--- src/acp_defs.svh ---
// constants for the capacity / power command handler
// assumes inclusion by both ends, the decoder and the testbench; definitions only
`ifndef ACP_DEFS_SVH
`define ACP_DEFS_SVH
`define ACP_OP_RDNATIVE 8'hf8
`define ACP_OP_SETMAX 8'hf9
`define ACP_OP_SETMULT 8'hc6
`define ACP_OP_SLEEP_A 8'h99
`define ACP_OP_SLEEP_B 8'he6
`define ACP_OP_STBY_A 8'h96
`define ACP_OP_STBY_B 8'he2
`define ACP_OP_STBYI_A 8'h94
`define ACP_OP_STBYI_B 8'he0
`define ACP_OP_SMART 8'hb0
`define ACP_OP_WRMULT 8'hc5
`define ACP_OP_RDMULT 8'hc4
`define ACP_SMART_HI 8'hc2
`define ACP_SMART_LO 8'h4f
`define ACP_FEAT_PASSWORD 8'h01
`define ACP_FEAT_LOCK 8'h02
`define ACP_FEAT_UNLOCK 8'h03
`define ACP_FEAT_FREEZE 8'h04
`define ACP_DH_LBA_BIT 6
`define ACP_DH_DEV_BIT 4
`define ACP_SC_PERSIST_BIT 0
`define ACP_BLOCK_SUPPORTED 8'h01
`define ACP_ID82_SMART_BIT 0
`define ACP_NATIVE_MAX_RST 28'hfffffff
// host-side register offsets (host command port)
`define ACP_HREG_CMD 4'h0
`define ACP_HREG_FEAT 4'h1
`define ACP_HREG_COUNT 4'h2
`define ACP_HREG_LBA 4'h3
`define ACP_HREG_DH 4'h4
`define ACP_HREG_STATUS 4'h8
`define ACP_HREG_MAXLBA 4'h9
`define ACP_HREG_MODE 4'ha
`endif

--- src/acp_pkg.sv ---
// types shared by both ends of the command link
// assumes acp_defs.svh is reachable by include path
package acp_pkg;
	// power state of the drive
	typedef enum logic [1:0] {
		ACP_PWR_ACTIVE = 2'b00,
		ACP_PWR_STANDBY = 2'b01,
		ACP_PWR_SLEEP = 2'b11
	} acp_pwr_t;
	// device handler states, gray along issue/busy/done
	typedef enum logic [1:0] {
		ACP_DS_IDLE = 2'b00,
		ACP_DS_BUSY = 2'b01,
		ACP_DS_DONE = 2'b11
	} acp_dstate_t;
	// host issue states
	typedef enum logic [1:0] {
		ACP_HS_IDLE = 2'b00,
		ACP_HS_WAIT = 2'b01,
		ACP_HS_DONE = 2'b11
	} acp_hstate_t;
endpackage : acp_pkg

--- src/acp_link_if.sv ---
// task-file link between host controller and drive command handler
// assumes one clock shared by both ends
`timescale 1ns/10ps
interface acp_link_if;
	logic cmdValid; // one-cycle pulse: command register written
	logic [7:0] cmdOpcode;
	logic [7:0] featReg;
	logic [7:0] countReg;
	logic [7:0] sectNum;
	logic [7:0] cylLow;
	logic [7:0] cylHigh;
	logic [7:0] driveHead;
	logic busy; // drive busy level
	logic ready; // drive ready level
	logic cmdDone; // one-cycle completion interrupt
	logic cmdAbort; // aborted-command error, valid with cmdDone
	logic [27:0] maxLba; // current max address
	logic multEnable;
	logic [1:0] pwrState;
	logic [15:0] idWord82;
	modport drive (input cmdValid, cmdOpcode, featReg, countReg, sectNum, cylLow,
		cylHigh, driveHead, output busy, ready, cmdDone, cmdAbort, maxLba,
		multEnable, pwrState, idWord82);
	modport host (output cmdValid, cmdOpcode, featReg, countReg, sectNum, cylLow,
		cylHigh, driveHead, input busy, ready, cmdDone, cmdAbort, maxLba,
		multEnable, pwrState, idWord82);
endinterface : acp_link_if

--- src/acp_drive.sv ---
// drive end: capacity limit, block count and low-power command handler
// assumes task-file values stable while cmdValid pulses; host waits for !busy
//
// What this block does
// - set-max takes address from head/cyl/sector registers
// - host sets lba bit and picks device
// - host sends set-max only after read-native, ready
// - count bit 0 selects persistent limit
// - features picks password, lock, unlock, freeze
// - abort second persistent set-max after reset
// - set-multiple: busy, then check count
// - supported count stored, multi-sector enabled
// - unsupported count aborts, multi-sector disabled
// - zero count disables multi-sector commands
// - multi-sector disabled after power-on
// - 99h and e6h mean sleep
// - 96h and e2h mean standby
// - 94h and e0h mean standby immediate
// - low-power: busy, enter, finish, interrupt at once
// - any new command wakes the drive
// - monitoring command needs signature bytes
// - identify word 82 bit 0 reports monitoring
// - multi write aborts when block mode off
// - only block count one supported
//
// Our own choices: the placing of the registers and the strobed register port.
`timescale 1ns/10ps
`include "acp_defs.svh"
module acp_drive (
	input wire logic sys_clk,
	input wire logic rst_n,
	acp_link_if.drive link,
	output logic [27:0] nvMaxLba,
	output logic maxLocked,
	output logic maxFrozen,
	output logic smartReq,
	output logic [7:0] smartFeat
);
	import acp_pkg::*;

	acp_dstate_t state_q, state_d; // handler state
	acp_pwr_t pwr_q; // power state
	logic [7:0] op_q; // latched opcode
	logic [7:0] feat_q; // latched features
	logic [7:0] cnt_q; // latched sector count
	logic [27:0] lba_q; // latched address
	logic [27:0] curMax_q; // current volatile limit
	logic [27:0] nvMax_q; // last persistent limit
	logic nativeOk_q; // previous command was a good read-native
	logic nvSetDone_q; // persistent set-max seen since reset
	logic multEn_q; // block mode on
	logic multSet_q; // set-multiple has run
	logic abort_q; // error of last command
	logic done_q; // completion pulse
	logic locked_q; // set-max locked
	logic frozen_q; // set-max frozen
	logic pwSet_q; // password installed
	logic smartReq_q; // monitoring pulse out
	logic [7:0] smartFeat_q;
	logic busy_q; // busy pin, off a flop like every link output but the constant idWord82
	logic ready_q; // ready pin, inverse of busy_q
	logic isSleep, isStandby, isStandbyNow, isSmart;
	logic isSetMax, isNative, isSetMult, isMulti;

	acp_opdec acp_opdec_i (
		.opcode(op_q),
		.cylLow(lba_q[15:8]),
		.cylHigh(lba_q[23:16]),
		.isSleep(isSleep),
		.isStandby(isStandby),
		.isStandbyNow(isStandbyNow),
		.isSmart(isSmart),
		.isSetMax(isSetMax),
		.isNative(isNative),
		.isSetMult(isSetMult),
		.isMulti(isMulti)
	);

	// decisions made in the busy cycle
	wire lowPower = isSleep || isStandby || isStandbyNow;
	wire persist = cnt_q[`ACP_SC_PERSIST_BIT];
	wire featCode = (feat_q == 8'h00); // plain set-max (legacy subcode)
	// set-max checks: order, persistence repeat, lock, freeze
	wire setMaxBad = !nativeOk_q || (persist && nvSetDone_q) || (locked_q && featCode)
		|| (frozen_q && (feat_q != 8'h00)) || (feat_q > `ACP_FEAT_FREEZE);
	wire countOk = (cnt_q == `ACP_BLOCK_SUPPORTED);
	wire multBad = isSetMult && (cnt_q != 8'h00) && !countOk;
	wire multiBad = isMulti && (!multSet_q || !multEn_q);
	wire setMaxFail = isSetMax && setMaxBad;
	wire anyAbort = setMaxFail || multBad || multiBad;

	// next state: idle, busy one cycle, done pulse
	always_comb begin
		state_d = state_q;
		case (state_q)
			ACP_DS_IDLE: begin
				if (link.cmdValid) begin
					state_d = ACP_DS_BUSY;
				end
			end
			ACP_DS_BUSY: state_d = ACP_DS_DONE; // low power finishes at once
			ACP_DS_DONE: state_d = ACP_DS_IDLE;
			default: state_d = ACP_DS_IDLE;
		endcase
	end

	// state register; busy/ready follow the next state so they stand with BUSY
	always_ff @(posedge sys_clk or negedge rst_n) begin
		if (!rst_n) begin
			state_q <= ACP_DS_IDLE;
			busy_q <= 1'b0;
			ready_q <= 1'b1;
		end else begin
			state_q <= state_d;
			busy_q <= (state_d == ACP_DS_BUSY);
			ready_q <= (state_d != ACP_DS_BUSY);
		end
	end

	// capture the task file on issue
	always_ff @(posedge sys_clk or negedge rst_n) begin
		if (!rst_n) begin
			op_q <= 8'h00;
			feat_q <= 8'h00;
			cnt_q <= 8'h00;
			lba_q <= 28'h0000000;
		end else if (link.cmdValid && state_q == ACP_DS_IDLE) begin
			op_q <= link.cmdOpcode;
			feat_q <= link.featReg;
			cnt_q <= link.countReg;
			lba_q <= {link.driveHead[3:0], link.cylHigh, link.cylLow, link.sectNum};
		end
	end

	// power state; any command wakes first
	always_ff @(posedge sys_clk or negedge rst_n) begin
		if (!rst_n) begin
			pwr_q <= ACP_PWR_ACTIVE;
		end else if (link.cmdValid && state_q == ACP_DS_IDLE) begin
			pwr_q <= ACP_PWR_ACTIVE;
		end else if (state_q == ACP_DS_BUSY && lowPower) begin
			pwr_q <= isSleep ? ACP_PWR_SLEEP : ACP_PWR_STANDBY;
		end
	end

	// capacity limit; reset loads ACP_NATIVE_MAX_RST into both the current and the persistent value
	always_ff @(posedge sys_clk or negedge rst_n) begin
		if (!rst_n) begin
			curMax_q <= `ACP_NATIVE_MAX_RST;
			nvMax_q <= `ACP_NATIVE_MAX_RST;
			nvSetDone_q <= 1'b0;
			locked_q <= 1'b0;
			frozen_q <= 1'b0;
			pwSet_q <= 1'b0;
		end else begin
			if (state_q == ACP_DS_BUSY && isSetMax && !setMaxBad) begin
				case (feat_q)
					8'h00: begin
						curMax_q <= lba_q;
						if (persist) begin
							nvMax_q <= lba_q;
							nvSetDone_q <= 1'b1;
						end
					end
					`ACP_FEAT_PASSWORD: pwSet_q <= 1'b1;
					`ACP_FEAT_LOCK: locked_q <= 1'b1;
					`ACP_FEAT_UNLOCK: locked_q <= 1'b0;
					`ACP_FEAT_FREEZE: frozen_q <= 1'b1;
					default: locked_q <= locked_q; // reserved already aborted
				endcase
			end
		end
	end

	// read-native chaining: only the very next command may be set-max
	always_ff @(posedge sys_clk or negedge rst_n) begin
		if (!rst_n) begin
			nativeOk_q <= 1'b0;
		end else if (state_q == ACP_DS_BUSY) begin
			nativeOk_q <= isNative;
		end
	end

	// block mode; off from power-on
	always_ff @(posedge sys_clk or negedge rst_n) begin
		if (!rst_n) begin
			multEn_q <= 1'b0;
			multSet_q <= 1'b0;
		end else if (state_q == ACP_DS_BUSY && isSetMult) begin
			multSet_q <= 1'b1;
			multEn_q <= countOk;
		end
	end

	// completion pulse, error flag and monitoring request
	always_ff @(posedge sys_clk or negedge rst_n) begin
		if (!rst_n) begin
			done_q <= 1'b0;
			abort_q <= 1'b0;
			smartReq_q <= 1'b0;
			smartFeat_q <= 8'h00;
		end else begin
			done_q <= (state_q == ACP_DS_BUSY);
			smartReq_q <= (state_q == ACP_DS_BUSY) && isSmart;
			if (state_q == ACP_DS_BUSY) begin
				abort_q <= anyAbort;
				smartFeat_q <= feat_q;
			end
		end
	end

	assign link.busy = busy_q;
	assign link.ready = ready_q;
	assign link.cmdDone = done_q;
	assign link.cmdAbort = abort_q;
	assign link.maxLba = curMax_q;
	assign link.multEnable = multEn_q;
	assign link.pwrState = pwr_q;
	assign link.idWord82 = 16'h0001 << `ACP_ID82_SMART_BIT;
	assign nvMaxLba = nvMax_q;
	assign maxLocked = locked_q;
	assign maxFrozen = frozen_q;
	assign smartReq = smartReq_q;
	assign smartFeat = smartFeat_q;
endmodule : acp_drive

--- src/acp_opdec.sv ---
// opcode decoder: folds alias opcodes into one class each
// assumes a purely combinational use inside the drive end
`timescale 1ns/10ps
`include "acp_defs.svh"
module acp_opdec (
	input wire logic [7:0] opcode,
	input wire logic [7:0] cylLow,
	input wire logic [7:0] cylHigh,
	output logic isSleep,
	output logic isStandby,
	output logic isStandbyNow,
	output logic isSmart,
	output logic isSetMax,
	output logic isNative,
	output logic isSetMult,
	output logic isMulti
);
	// both legacy and current codes accepted
	assign isSleep = (opcode == `ACP_OP_SLEEP_A) || (opcode == `ACP_OP_SLEEP_B);
	assign isStandby = (opcode == `ACP_OP_STBY_A) || (opcode == `ACP_OP_STBY_B);
	assign isStandbyNow = (opcode == `ACP_OP_STBYI_A) || (opcode == `ACP_OP_STBYI_B);
	// monitoring needs its signature bytes too
	assign isSmart = (opcode == `ACP_OP_SMART) && (cylHigh == `ACP_SMART_HI)
		&& (cylLow == `ACP_SMART_LO);
	assign isSetMax = (opcode == `ACP_OP_SETMAX);
	assign isNative = (opcode == `ACP_OP_RDNATIVE);
	assign isSetMult = (opcode == `ACP_OP_SETMULT);
	assign isMulti = (opcode == `ACP_OP_WRMULT) || (opcode == `ACP_OP_RDMULT);
endmodule : acp_opdec

--- src/flat_wrapper.sv ---
// flat-port wrapper written by rule: the top's interface ports become plain ports
module acp_drive_flat import acp_pkg::*;
  (sys_clk, rst_n, nvMaxLba, maxLocked, maxFrozen, smartReq, smartFeat, link_cmdValid, link_cmdOpcode, link_featReg, link_countReg, link_sectNum, link_cylLow, link_cylHigh, link_driveHead, link_busy, link_ready, link_cmdDone, link_cmdAbort, link_maxLba, link_multEnable, link_pwrState, link_idWord82);
  acp_link_if link_i ();
  input wire logic sys_clk;
  input wire logic rst_n;
  output logic [27:0] nvMaxLba;
  output logic maxLocked;
  output logic maxFrozen;
  output logic smartReq;
  output logic [7:0] smartFeat;
  input wire logic [$bits(link_i.cmdValid)-1:0] link_cmdValid;
  input wire logic [$bits(link_i.cmdOpcode)-1:0] link_cmdOpcode;
  input wire logic [$bits(link_i.featReg)-1:0] link_featReg;
  input wire logic [$bits(link_i.countReg)-1:0] link_countReg;
  input wire logic [$bits(link_i.sectNum)-1:0] link_sectNum;
  input wire logic [$bits(link_i.cylLow)-1:0] link_cylLow;
  input wire logic [$bits(link_i.cylHigh)-1:0] link_cylHigh;
  input wire logic [$bits(link_i.driveHead)-1:0] link_driveHead;
  output wire logic [$bits(link_i.busy)-1:0] link_busy;
  output wire logic [$bits(link_i.ready)-1:0] link_ready;
  output wire logic [$bits(link_i.cmdDone)-1:0] link_cmdDone;
  output wire logic [$bits(link_i.cmdAbort)-1:0] link_cmdAbort;
  output wire logic [$bits(link_i.maxLba)-1:0] link_maxLba;
  output wire logic [$bits(link_i.multEnable)-1:0] link_multEnable;
  output wire logic [$bits(link_i.pwrState)-1:0] link_pwrState;
  output wire logic [$bits(link_i.idWord82)-1:0] link_idWord82;
  assign link_i.cmdValid = link_cmdValid;
  assign link_i.cmdOpcode = link_cmdOpcode;
  assign link_i.featReg = link_featReg;
  assign link_i.countReg = link_countReg;
  assign link_i.sectNum = link_sectNum;
  assign link_i.cylLow = link_cylLow;
  assign link_i.cylHigh = link_cylHigh;
  assign link_i.driveHead = link_driveHead;
  assign link_busy = link_i.busy;
  assign link_ready = link_i.ready;
  assign link_cmdDone = link_i.cmdDone;
  assign link_cmdAbort = link_i.cmdAbort;
  assign link_maxLba = link_i.maxLba;
  assign link_multEnable = link_i.multEnable;
  assign link_pwrState = link_i.pwrState;
  assign link_idWord82 = link_i.idWord82;
  acp_drive u_core (.sys_clk(sys_clk), .rst_n(rst_n), .link(link_i), .nvMaxLba(nvMaxLba), .maxLocked(maxLocked), .maxFrozen(maxFrozen), .smartReq(smartReq), .smartFeat(smartFeat));
endmodule
--- config.mk ---
export PLATFORM = sky130hd
export DESIGN_NAME = acp_drive_flat
export DESIGN_NICKNAME = d
export VERILOG_FILES = /design/src/acp_pkg.sv /design/src/acp_link_if.sv /design/src/acp_drive.sv /design/src/acp_opdec.sv /design/src/flat_wrapper.sv
export VERILOG_INCLUDE_DIRS = /design/src /design/src/src
export SDC_FILE = /design/constraint.sdc
export NUM_CORES = 1
export LEC_CHECK = 0
export CORE_ASPECT_RATIO = 0.7
export CORE_MARGIN = 5
export CORE_UTILIZATION = 35
export DETAILED_ROUTE_END_ITERATION = 12
export DONT_BUFFER_PORTS = 1
export PLACE_DENSITY_LB_ADDON = 0.3
export REMOVE_ABC_BUFFERS = 1
export SYNTH_ARGS = -nofsm -noshare
export SYNTH_HDL_FRONTEND = slang
export SYNTH_SLANG_ARGS = --single-unit
--- constraint.sdc ---
create_clock -name sys_clk -period 3.48 [get_ports sys_clk]
set_clock_uncertainty 0.1 [all_clocks]
set_input_delay 0.696 -clock sys_clk [delete_from_list [all_inputs] [get_ports sys_clk]]
set_output_delay 0.696 -clock sys_clk [all_outputs]
set_load 0.02 [all_outputs]
Yosys cells after proc, flatten, opt, wreduce, memory -nomap -nowiden --
Cells that the tools add are included.
Word-level totals: bits in registers 131, output and inout bits 90, word-level logic and storage cells 91, input port bits 59
Operators by class: $lt $le $gt $ge 1, reductions and logical operators 43, multiplexer cells 6, equality and inequality tests 21
Operators with widths (count):
- $eq 8x8->1 const B | 13
- $eq 8x2->1 const B | 2
- $reduce_bool 8->1 | 2
- $logic_and 1x1->1 | 15
- $logic_or 1x1->1 | 13
- $eq 8x1->1 const B | 1
- $eq 8x3->1 const B | 1
- $eq 8x7->1 const B | 1
- $gt 8x3->1 const B | 1
- $logic_not 8->1 | 1
- $mux 2 | 4
- $reduce_and 2->1 | 3
- $logic_not 1->1 | 5
- $eq 2x1->1 const B | 2
- $pmux 2 s2 | 1
- $reduce_bool 2->1 | 2
- $reduce_and 3->1 | 1
- $logic_not 2->1 | 1
- $ne 2x1->1 const B | 1
- $pmux 1 s2 | 1

Depth between registers and ports, before layout --
Gate-level depths: netlist of the first run.
depth after elaboration 8, mapped depth 7, gate-level depth less buffers 5

By module --
A second synthesis of the first run with hierarchy kept.
Unflattened totals: cells, all modules 369, area total of the unflattened synthesis 5396.4 sq um
By module, submodules not included:
- acp_drive | area an instance 5220.0 sq um, cells each 341, instances 1
- acp_opdec | area an instance 176.4 sq um, cells each 28, instances 1

Worst setup path after synthesis of the first run --
No wires, ideal clock.
kind flip-flop to flip-flop, start point register u_core.op_q[1], end point register u_core.curMax_q[10] (netlist: u_core.link.maxLba[10]), setup time 0.082 ns, data arrival time 2.367 ns, required time 3.298 ns, cell stages (with the launch flop) 7, slack 0.930 ns, buffers on the path 2, cells stage by stage dfrtp_1 > or3b_1 > or4_4 > or4_1 > buf_6 > buf_8 > mux2_4
Between the ends: longest elaborated chain between the ends 4
Ends and longest elaborated chain:
- from (decl) | RTL line acp_drive.sv:43 | logic [7:0] op_q;
- from (signal assigned) | RTL line acp_drive.sv:128 | op_q <= link.cmdOpcode;
- $eq 8x8->1 (no source line)
- $logic_and 1x1->1 (2 in a row) | RTL line acp_drive.sv:156 | if (state_q == ACP_DS_BUSY && isSetMax && !setMaxBad) begin
- $reduce_and 2->1 (no source line)
- to (signal assigned) | RTL line acp_drive.sv:149 | curMax_q <= `ACP_NATIVE_MAX_RST;
- to (signal assigned) | RTL line acp_drive.sv:159 | curMax_q <= lba_q;
- to (decl) | RTL line acp_drive.sv:47 | logic [27:0] curMax_q;
Every way passes these cells. A chain may end at the register's enable or synchronous reset.

Worst setup path after layout of the first run --
start point register u_core.op_q[1], end point register u_core.curMax_q[13] (netlist: u_core.link.maxLba[13])
Same word-level chain as after synthesis.

==> results of run 1 <==
-- power breakdown --
part | switching (W) | internal [W]
logic | 0.000507 | 0.000283
registers | 0.000405 | 0.00188
clock network | 0.000678 | 0.00109
total | 0.00159 | 0.00325
-- layer usage --
metal / vias to the layer above / global-route usage [%] / part of all wire (%)
met5: - / 0 / 0
met4: 0 / 4.55 / 1.1
met3: 13 / 6.98 / 10
met2: 110 / 22.5 / 45
met1: 1647 / 18.5 / 44
li1: 1524 / - / -
-- cells in the final DEF (no fill, tap or decap), types with 3 or more instances in the layout --
| cell type | n |
|---|---|
| sky130_fd_sc_hd__dlygate4sd3_1 | 4 |
| sky130_fd_sc_hd__dfrtp_1 | 73 |
| sky130_fd_sc_hd__nor4_1 | 3 |
| sky130_fd_sc_hd__mux2i_1 | 3 |
| sky130_fd_sc_hd__o21ai_0 | 3 |
| sky130_fd_sc_hd__mux2_4 | 29 |
| sky130_fd_sc_hd__mux2_2 | 28 |
| sky130_fd_sc_hd__conb_1 | 16 |
| sky130_fd_sc_hd__clkbuf_16 | 17 |
| sky130_fd_sc_hd__clkinv_4 | 3 |
| sky130_fd_sc_hd__nand2_1 | 181 |
| sky130_fd_sc_hd__nor2_1 | 8 |
| sky130_fd_sc_hd__clkinv_2 | 5 |
| sky130_fd_sc_hd__nand4_1 | 3 |
| sky130_fd_sc_hd__nand3_1 | 3 |
| sky130_fd_sc_hd__nand2b_1 | 4 |
| sky130_fd_sc_hd__buf_4 | 4 |
| sky130_fd_sc_hd__inv_1 | 3 |
| sky130_fd_sc_hd__dfstp_2 | 57 |
| sky130_fd_sc_hd__nor3_1 | 3 |
-- synthesized netlist by cell type, types with 3 or more instances --
master / count
sky130_fd_sc_hd__o21ai_0: 3
sky130_fd_sc_hd__mux2i_1: 3
sky130_fd_sc_hd__nor4_1: 3
sky130_fd_sc_hd__nand2_1: 182
sky130_fd_sc_hd__buf_4: 16
sky130_fd_sc_hd__nand3_1: 3
sky130_fd_sc_hd__buf_1: 5
sky130_fd_sc_hd__clkbuf_1: 7
sky130_fd_sc_hd__mux2_2: 28
sky130_fd_sc_hd__nor2_1: 8
sky130_fd_sc_hd__buf_6: 3
sky130_fd_sc_hd__dfrtp_1: 73
sky130_fd_sc_hd__inv_1: 3
sky130_fd_sc_hd__dfstp_2: 57
sky130_fd_sc_hd__nand2b_1: 4
sky130_fd_sc_hd__nand4_1: 3
sky130_fd_sc_hd__mux2_4: 29
sky130_fd_sc_hd__nor3_1: 3
-- worst min-delay path by stage --
stage	depth (start not counted)	endpoint
after global placement	0	u_core.lba_q[24]
final	1	u_core.lba_q[27]
after detailed placement	0	u_core.lba_q[26]
after global routing	1	u_core.lba_q[27]
after CTS	0	u_core.link.maxLba[21]
after floorplan	0	u_core.cnt_q[0]
-- metrics by stage --
stage	util (%)	total power (W)	hold WS, ns
floorplan	-	0.00277	0.300
global placement	36.0	0.00301	0.304
detailed placement	36.0	0.00307	0.304
CTS	40.1	0.00489	0.00120
global route	40.5	0.00515	0.0947
finish	40.5	0.00484	0.0769
-- registers in the layout, indices dropped and copies added, names as in the netlist --
signal	cells
u_core.multSet_q	1
u_core.feat_q	8
u_core.lba_q	28
u_core.link.multEnable	1
u_core.nvMaxLba	28
u_core.nvSetDone_q	1
u_core.link.cmdAbort	1
u_core.link.maxLba	28
u_core.link.cmdDone	1
u_core.link.busy	1
u_core.cnt_q	8
u_core.nativeOk_q	1
u_core.maxLocked	1
u_core.smartFeat	8
u_core.smartReq	1
u_core.link.pwrState	2
u_core.link.ready	1
u_core.op_q	8
u_core.maxFrozen	1
u_core.state_q	1
-- area by class of cell --
| class | count | area (sq um) | share of cell area (%) |
|---|---|---|---|
| Clock buffer | 19 | 453 | 7.31 |
| Clock inverter | 13 | 135 | 2.18 |
| Inverter | 5 | 18.8 | 0.303 |
| Multi-Input combinational cell | 312 | 1890 | 30.5 |
| Sequential cell | 130 | 3320 | 53.6 |
| Tap cell | 200 | 250 | 4.04 |
| Timing Repair Buffer | 10 | 125 | 2.02 |
-- worst max-delay path, cell delays in order (launching register included) --
cell                      delay (ns)
sky130_fd_sc_hd__dfrtp_1        0.44
sky130_fd_sc_hd__or3b_1         0.43
sky130_fd_sc_hd__or4_4          0.53
sky130_fd_sc_hd__or4_2          0.66
sky130_fd_sc_hd__buf_4          0.28
sky130_fd_sc_hd__mux2_4         0.34
-- kinds of logic after synthesis --
kind of cell | count (synthesis) | share of synthesized area [%]
AO/OA/AOI/OAI | 13 | 1.78
buffers and inverters | 39 | 4.67
flip-flops | 130 | 61.4
multiplexers | 60 | 14.4
other | 2 | 0.139
AND/OR/NAND/NOR | 223 | 17.5
==> results.md, run 1 <==
- Setup repair after global routing left no endpoint under its margin.
- The number of DRC markers in iteration 0 is 157.
- The power per cell area is 781 nW/um^2.
- Yosys mapped a number of flops with a built-in enable equal to 0.
- The overall overflow remaining after global route is 0.
- STA classifies the critical path startpoint as a flop.
- The sink count of the clock tree is 130.
- The maximum number of pins on one net before global-route repair is 74.
- The final route contains 3,294 vias.
- The final count of pins violating max slew was 0.
- The synthesized instance count is around 470.
- The number of antenna violations at the first check in global routing came to 0.
- The clock tree synthesis step divided the H-tree into 4 levels.
- The aggregate global-route resource usage is between 10 and 15%.
- The flow ran to the end, and the final reports show no timing, DRC or antenna violations.
- The finished cells cover 6200 sq um.
- The reg-to-reg endpoint is u_core.link.maxLba[13].
- In this run, synthesis produced a sequential element count of 130.
- The origin of the worst setup path is u_core.op_q[1].
- The starting density of the core is 35.3%.
- Timing analysis after detailed placement gives a worst setup slack of 0.594 ns.
- The peak clock frequency supported by timing is 347 MHz.
- The height of the die is 114 um.
- The async set-or-reset flop fraction in the synthesized netlist is 100%.
- Setup violations remaining at the end of the flow were counted as 0.
- The post-cts resize count is 0.
- During synthesis, Yosys emitted a total of 0 warnings.
- In this run the cell area of the synthesized design comes to roughly 5400 sq um.
- The hold buffer count at CTS is 2.
- The die covers 18,100 sq um.
- The number of buffers added by the clock tree synthesis step is 17.
- The element type at the critical path end is a flop.
- The first-pass iteration count of the detailed router is 4.
- Summed over all cells, the static leakage comes to 2.99 nW.
- The routed wire length per instance is 19.2 um.
- For the pin with the worst max-slew slack, the measured transition is 1.08 ns.
- In the routed design, unresolved DRC markers number 0.
- In the post-synthesis netlist, the biggest area contributors are sky130_fd_sc_hd__dfrtp_1 (34%), sky130_fd_sc_hd__dfstp_2 (28%), sky130_fd_sc_hd__nand2_1 (13%), sky130_fd_sc_hd__mux2_4 (8.0%), sky130_fd_sc_hd__mux2_2 (5.8%).
- The net count of the finished layout is 535.
- The area growth from synthesis to final layout is 14.5%.
- The post-route setup TNS is 0 ns.
- The number of vias per cell after detailed routing is 4.78.
- Clock tree synthesis selected as its root buffer the cell sky130_fd_sc_hd__clkbuf_16.
- Cells with a size suffix above 1 make up 32.9% of the layout.
- The number of global-route vias before repair was 3,543.
- The final estimated routing congestion in global placement is 0.749.
- The maximum buffer depth of the clock tree is 2.
- The post-CTS setup repair buffer count is 0.
- For this run, the leading register cell type out of synthesis is sky130_fd_sc_hd__dfrtp_1.
- The core box area is 15,300 sq um.
- The worst register-to-register path begins at u_core.op_q[1].
- Summing all placed instances gives a cell area of 5510 sq um.
- The HPWL after detailed placement is 8.14 mm.
- Headroom to the max-slew limit came out at 28.1%.
- After detailed placement, the design holds a cell count of 651.
- The length in cells of the worst reg-to-reg path is 5.
- For flop-to-flop paths, the worst setup slack is roughly 0.6 ns.
- At the worst endpoint, the required time is 3.71 ns.
- The largest total area in the synthesized netlist belongs to sky130_fd_sc_hd__dfrtp_1.
- The post-route clock period utilization is between 80 and 90%.
- After clock tree synthesis, the clock-pin slew on the worst setup and hold paths is ~0.060 ns.
- The clock tree from TritonCTS is built.
- 0 antenna diodes ended up in the layout.
- The top cell type by area accounts for between 30% and 40% of the synthesized area.
- The number of library cell types mapped by synthesis is 44.
- The average size of a mapped cell is 11.6 sq um.
- The number of fillers in the final layout is 1,439.
- The number of port buffers is 0.
- The residual antenna-violating net count after detailed routing is 0.
- The later pin in the worst-skew pair is clocked with a latency of between 0.4 and 0.5 ns.
- In this run the worst path has a maximum fanout of 20.
- In this run the count of I/O pins placed on the die edge is 149.
- The floorplan has 38 rows.
- The max-capacitance violation count is 0.
- The count of final hold-check violations is 0.
- The final critical-path required period is 2.88 ns.
- The die is between 150 and 200 um wide.
- Data on the critical path arrives at its endpoint at approximately 3.1 ns.
- Once routing completed, OpenROAD measured the worst setup slack at 0.596 ns.
- Sequential cells were found to cover between 60 and 70% of the synthesized design area.
- The first global-routing pass estimated 20.1 mm of wire.
- Summed over all layers, the routed wires come to 13.2 mm.
- The startpoint-to-endpoint class of the critical path is flop to flop.
- Across the VDD grid, the largest voltage drop is 296 uV.
- After the flow finishes, the layout carries non-filler instances totaling 689.
- Following the worst setup path forward leads to its endpoint at u_core.link.maxLba[13].
- The class of the tightest hold or removal check is input pin to async pin.
(Power assumes the default switching activity.)
==> inputs of run 2 (changes only) <==
clock period = 2.8 ns   (was 3.48 ns; I/O delays follow)
==> run 2 against run 1 <==
Effect of this change: the run now ends with hold timing left; register-to-register slack got worse by 0.49 ns; count of clock-buffer cells in the layout grew 4; via count is 0.76% lower; wire length down 6.6%; worst hold slack lost 0.33 ns; global-route usage decreased by 0.57 points; total power up 26%; critical path type unchanged; largest power group unchanged; highest routed layer unchanged.
==> results.md, run 2 (synthesis results as in run 1) <==
- The final-report setup violation count is 0.
- The startpoint-to-endpoint class of the critical path is flop to flop.
- The aggregate routed wire length is 12.4 mm.
- The floorplan step set the die width to about 160 um.
- The tool flagged a number of max-cap violations equal to 0.
- The run finished, with violations left.
- The first routing iteration left 175 violations.
- After clock tree synthesis, the clock-pin slew on the worst setup and hold paths is 0.06 ns.
- For this run the aggregate overflow at the end of global routing stands at 0.
- Across the VDD grid, the largest voltage drop is 466 uV.
- In this run, CTS created clock tree buffers numbering 17.
- The pre-antenna-repair detailed-routing pass consisted of 4 iterations.
- Dividing the detail-routed via count by the number of cells gives between 4 and 5.
- The sequential cells in the finished layout cover a total of 3320 sq um.
- In the final layout, the multi-input gates occupy 1890 sq um.
- The area growth from synthesis to final layout is 14.3%.
- The total vias in the final route is ~3,300.
- The maximum buffer depth of the clock tree is 2.
- The actual transition at the worst max-transition pin is 0.614 ns.
- In this run the core area contains 38 standard-cell rows.
- The worst pin sits at a relative slew slack of 59.1%.
- The antenna diode count is 0.
- The count of final hold-check violations is 130.
- The number of placed I/O pins is roughly 150.
- The post-CTS setup repair buffer count is 0.
- The clock latency reported for the late side of the worst-skew pair is 0.41 ns.
- The post-route clock period utilization is 96.1%.
- The tightest min-delay check is of the input pin to async pin type.
- The critical path contains buffers and inverters numbering 0 combined.
- In the final timing run, aggregate negative setup slack is 0 ns.
- For this run, design rule violations remaining after detail routing come to 0.
- The clock root buffer is sky130_fd_sc_hd__clkbuf_16.
- The checks that failed: hold timing.
- After filler insertion, the fill cell instance count of the layout stands at 1,445.
- The number of antenna violations at the first check in global routing is 0.
- The static leakage is 2.99 nW.
- The final critical-path required period is about 2.7 ns.
- After detailed routing, the average wire length per cell comes to 18.0 um.
- Setup repair after global routing left no endpoint under its margin.
- The deepest level of the CTS H-tree is 4.
- For this configuration, the core starts out at a cell density of 35.3%.
- The cell family contributing the most delay on the critical path is simple AND/OR/NAND/NOR gates.
- The first global-routing pass estimated 19.5 mm of wire.
- The height of the die is 114 um.
- In the layout the commonest cells are sky130_fd_sc_hd__nand2_1 (181), sky130_fd_sc_hd__dfrtp_1 (73), sky130_fd_sc_hd__dfstp_2 (57).
- The power per cell area is 982 nW/um^2.
- The most common cell after layout, fill and taps aside is sky130_fd_sc_hd__nand2_1.
- Global routing used 14.1% of the available tracks.
- The largest stage delay on the critical path is 0.78 ns.
- The cell type of the slowest stage on the worst timing path is sky130_fd_sc_hd__or4_4.
- The cell with the most instances on the worst path is sky130_fd_sc_hd__or4_4.
- The clock drives 130 sinks.
- The tightest hold path in the finished design has a slack of -0.258 ns.
- The data required time at the worst endpoint is approximately 3 ns.
- The fraction of the core area covered by cells at the end of the flow is 40.4%.
- The peak clock frequency supported by timing is 372 MHz.
- For the worst setup path, the data arrival time is 2.93 ns.
- The number of global-route vias before repair is between 3,000 and 4,000.
- The clock tree from TritonCTS is built.
- The maximum net fanout on the critical path is 29.
- The maximum number of pins on one net before global-route repair is 131.
- Routability-driven placement finished with a final weighted congestion of 0.750.
- The die covers between 15,000 and 20,000 sq um.
- The region available for standard cell placement spans 15,300 sq um.
- The net count of the finished layout is 534.
- The fraction of final layout cells sized beyond drive strength 1 is 33.0%.
- Once detailed placement completed, the half-perimeter wirelength came to 8.29 mm.
- The nature of the critical path startpoint is a flop.
- The worst setup path is captured at a flop.
- The critical path goes through or3b_1 > or4_4 > or4_4 > mux2_4.
- The count of nets left with antenna violations once routing finished came out at 0.
- The final count of pins violating max slew is 0.
- Buffers placed on the I/O ports in this run total 0.
## run 2: cell types whose count changed in the layout (fill, tap and decap cells not counted), sizes merged
cell and change:
buf +3, bufinv +1, clkbuf +4, clkinv -3, clkinvlp -1, dlygate4sd3 -4
inv -1
## run 2: path summary, 6_finish.rpt
path / start / endpoint / slack (ns) / depth (start not counted)
max reg2reg: u_core.op_q[1] / u_core.nvMaxLba[18] / 0.11 / 4
min: rst_n / u_core.lba_q[27] / -0.26 / 0
min reg2reg: u_core.nvSetDone_q / u_core.nvSetDone_q / 0.37 / 1
max: u_core.op_q[1] / u_core.nvMaxLba[18] / 0.11 / 4
min in group sys_clk: link_cylHigh[4] / u_core.lba_q[20] / 0.15 / 2
max in group asynchronous: rst_n / u_core.nvMaxLba[16] / 2.64 / 0
## run 2: layer usage
metal  part of all wire (%)  vias up  wire, um  global-route usage [%]
met5                      0        -         0                       0
met2                     44      122      5460                    21.0
met4                   0.61        0        76                    3.58
li1                       -     1522         -                       -
met3                     12        8      1450                    7.47
met1                     44     1617      5380                    18.2
## run 2: final cells by class
class	instances	area share, %
clock inverters	9	2.10
repair buffers	9	1.50
flip-flops and latches	130	53.7
multi-input cells	312	30.6
well taps	200	4.04
inverters	5	0.303
clock buffers	23	7.72
## run 2: repair_timing
item | in CTS | in global routing
endpoints found under the hold margin | 130 | 130
endpoints found under the setup margin | 0 | 8
gates resized for setup | 0 | 1
## run 2: through the flow
stage	std cells	power (W)	instance area, sq um	worst slack [ns]
after global routing	688	0.00648	6190	0.0543
after detailed placement	656	0.00387	5580	0.0498
final	688	0.00608	6190	0.109
after CTS	688	0.00617	6180	0.0304
after floorplan	447	0.00344	5230	-0.236
after global placement	656	0.00381	5580	0.0671
## run 2: where the power goes
part	internal, W	switching [W]
clock network	0.00147	0.000795
logic	0.000388	0.000625
registers	0.00233	0.000465
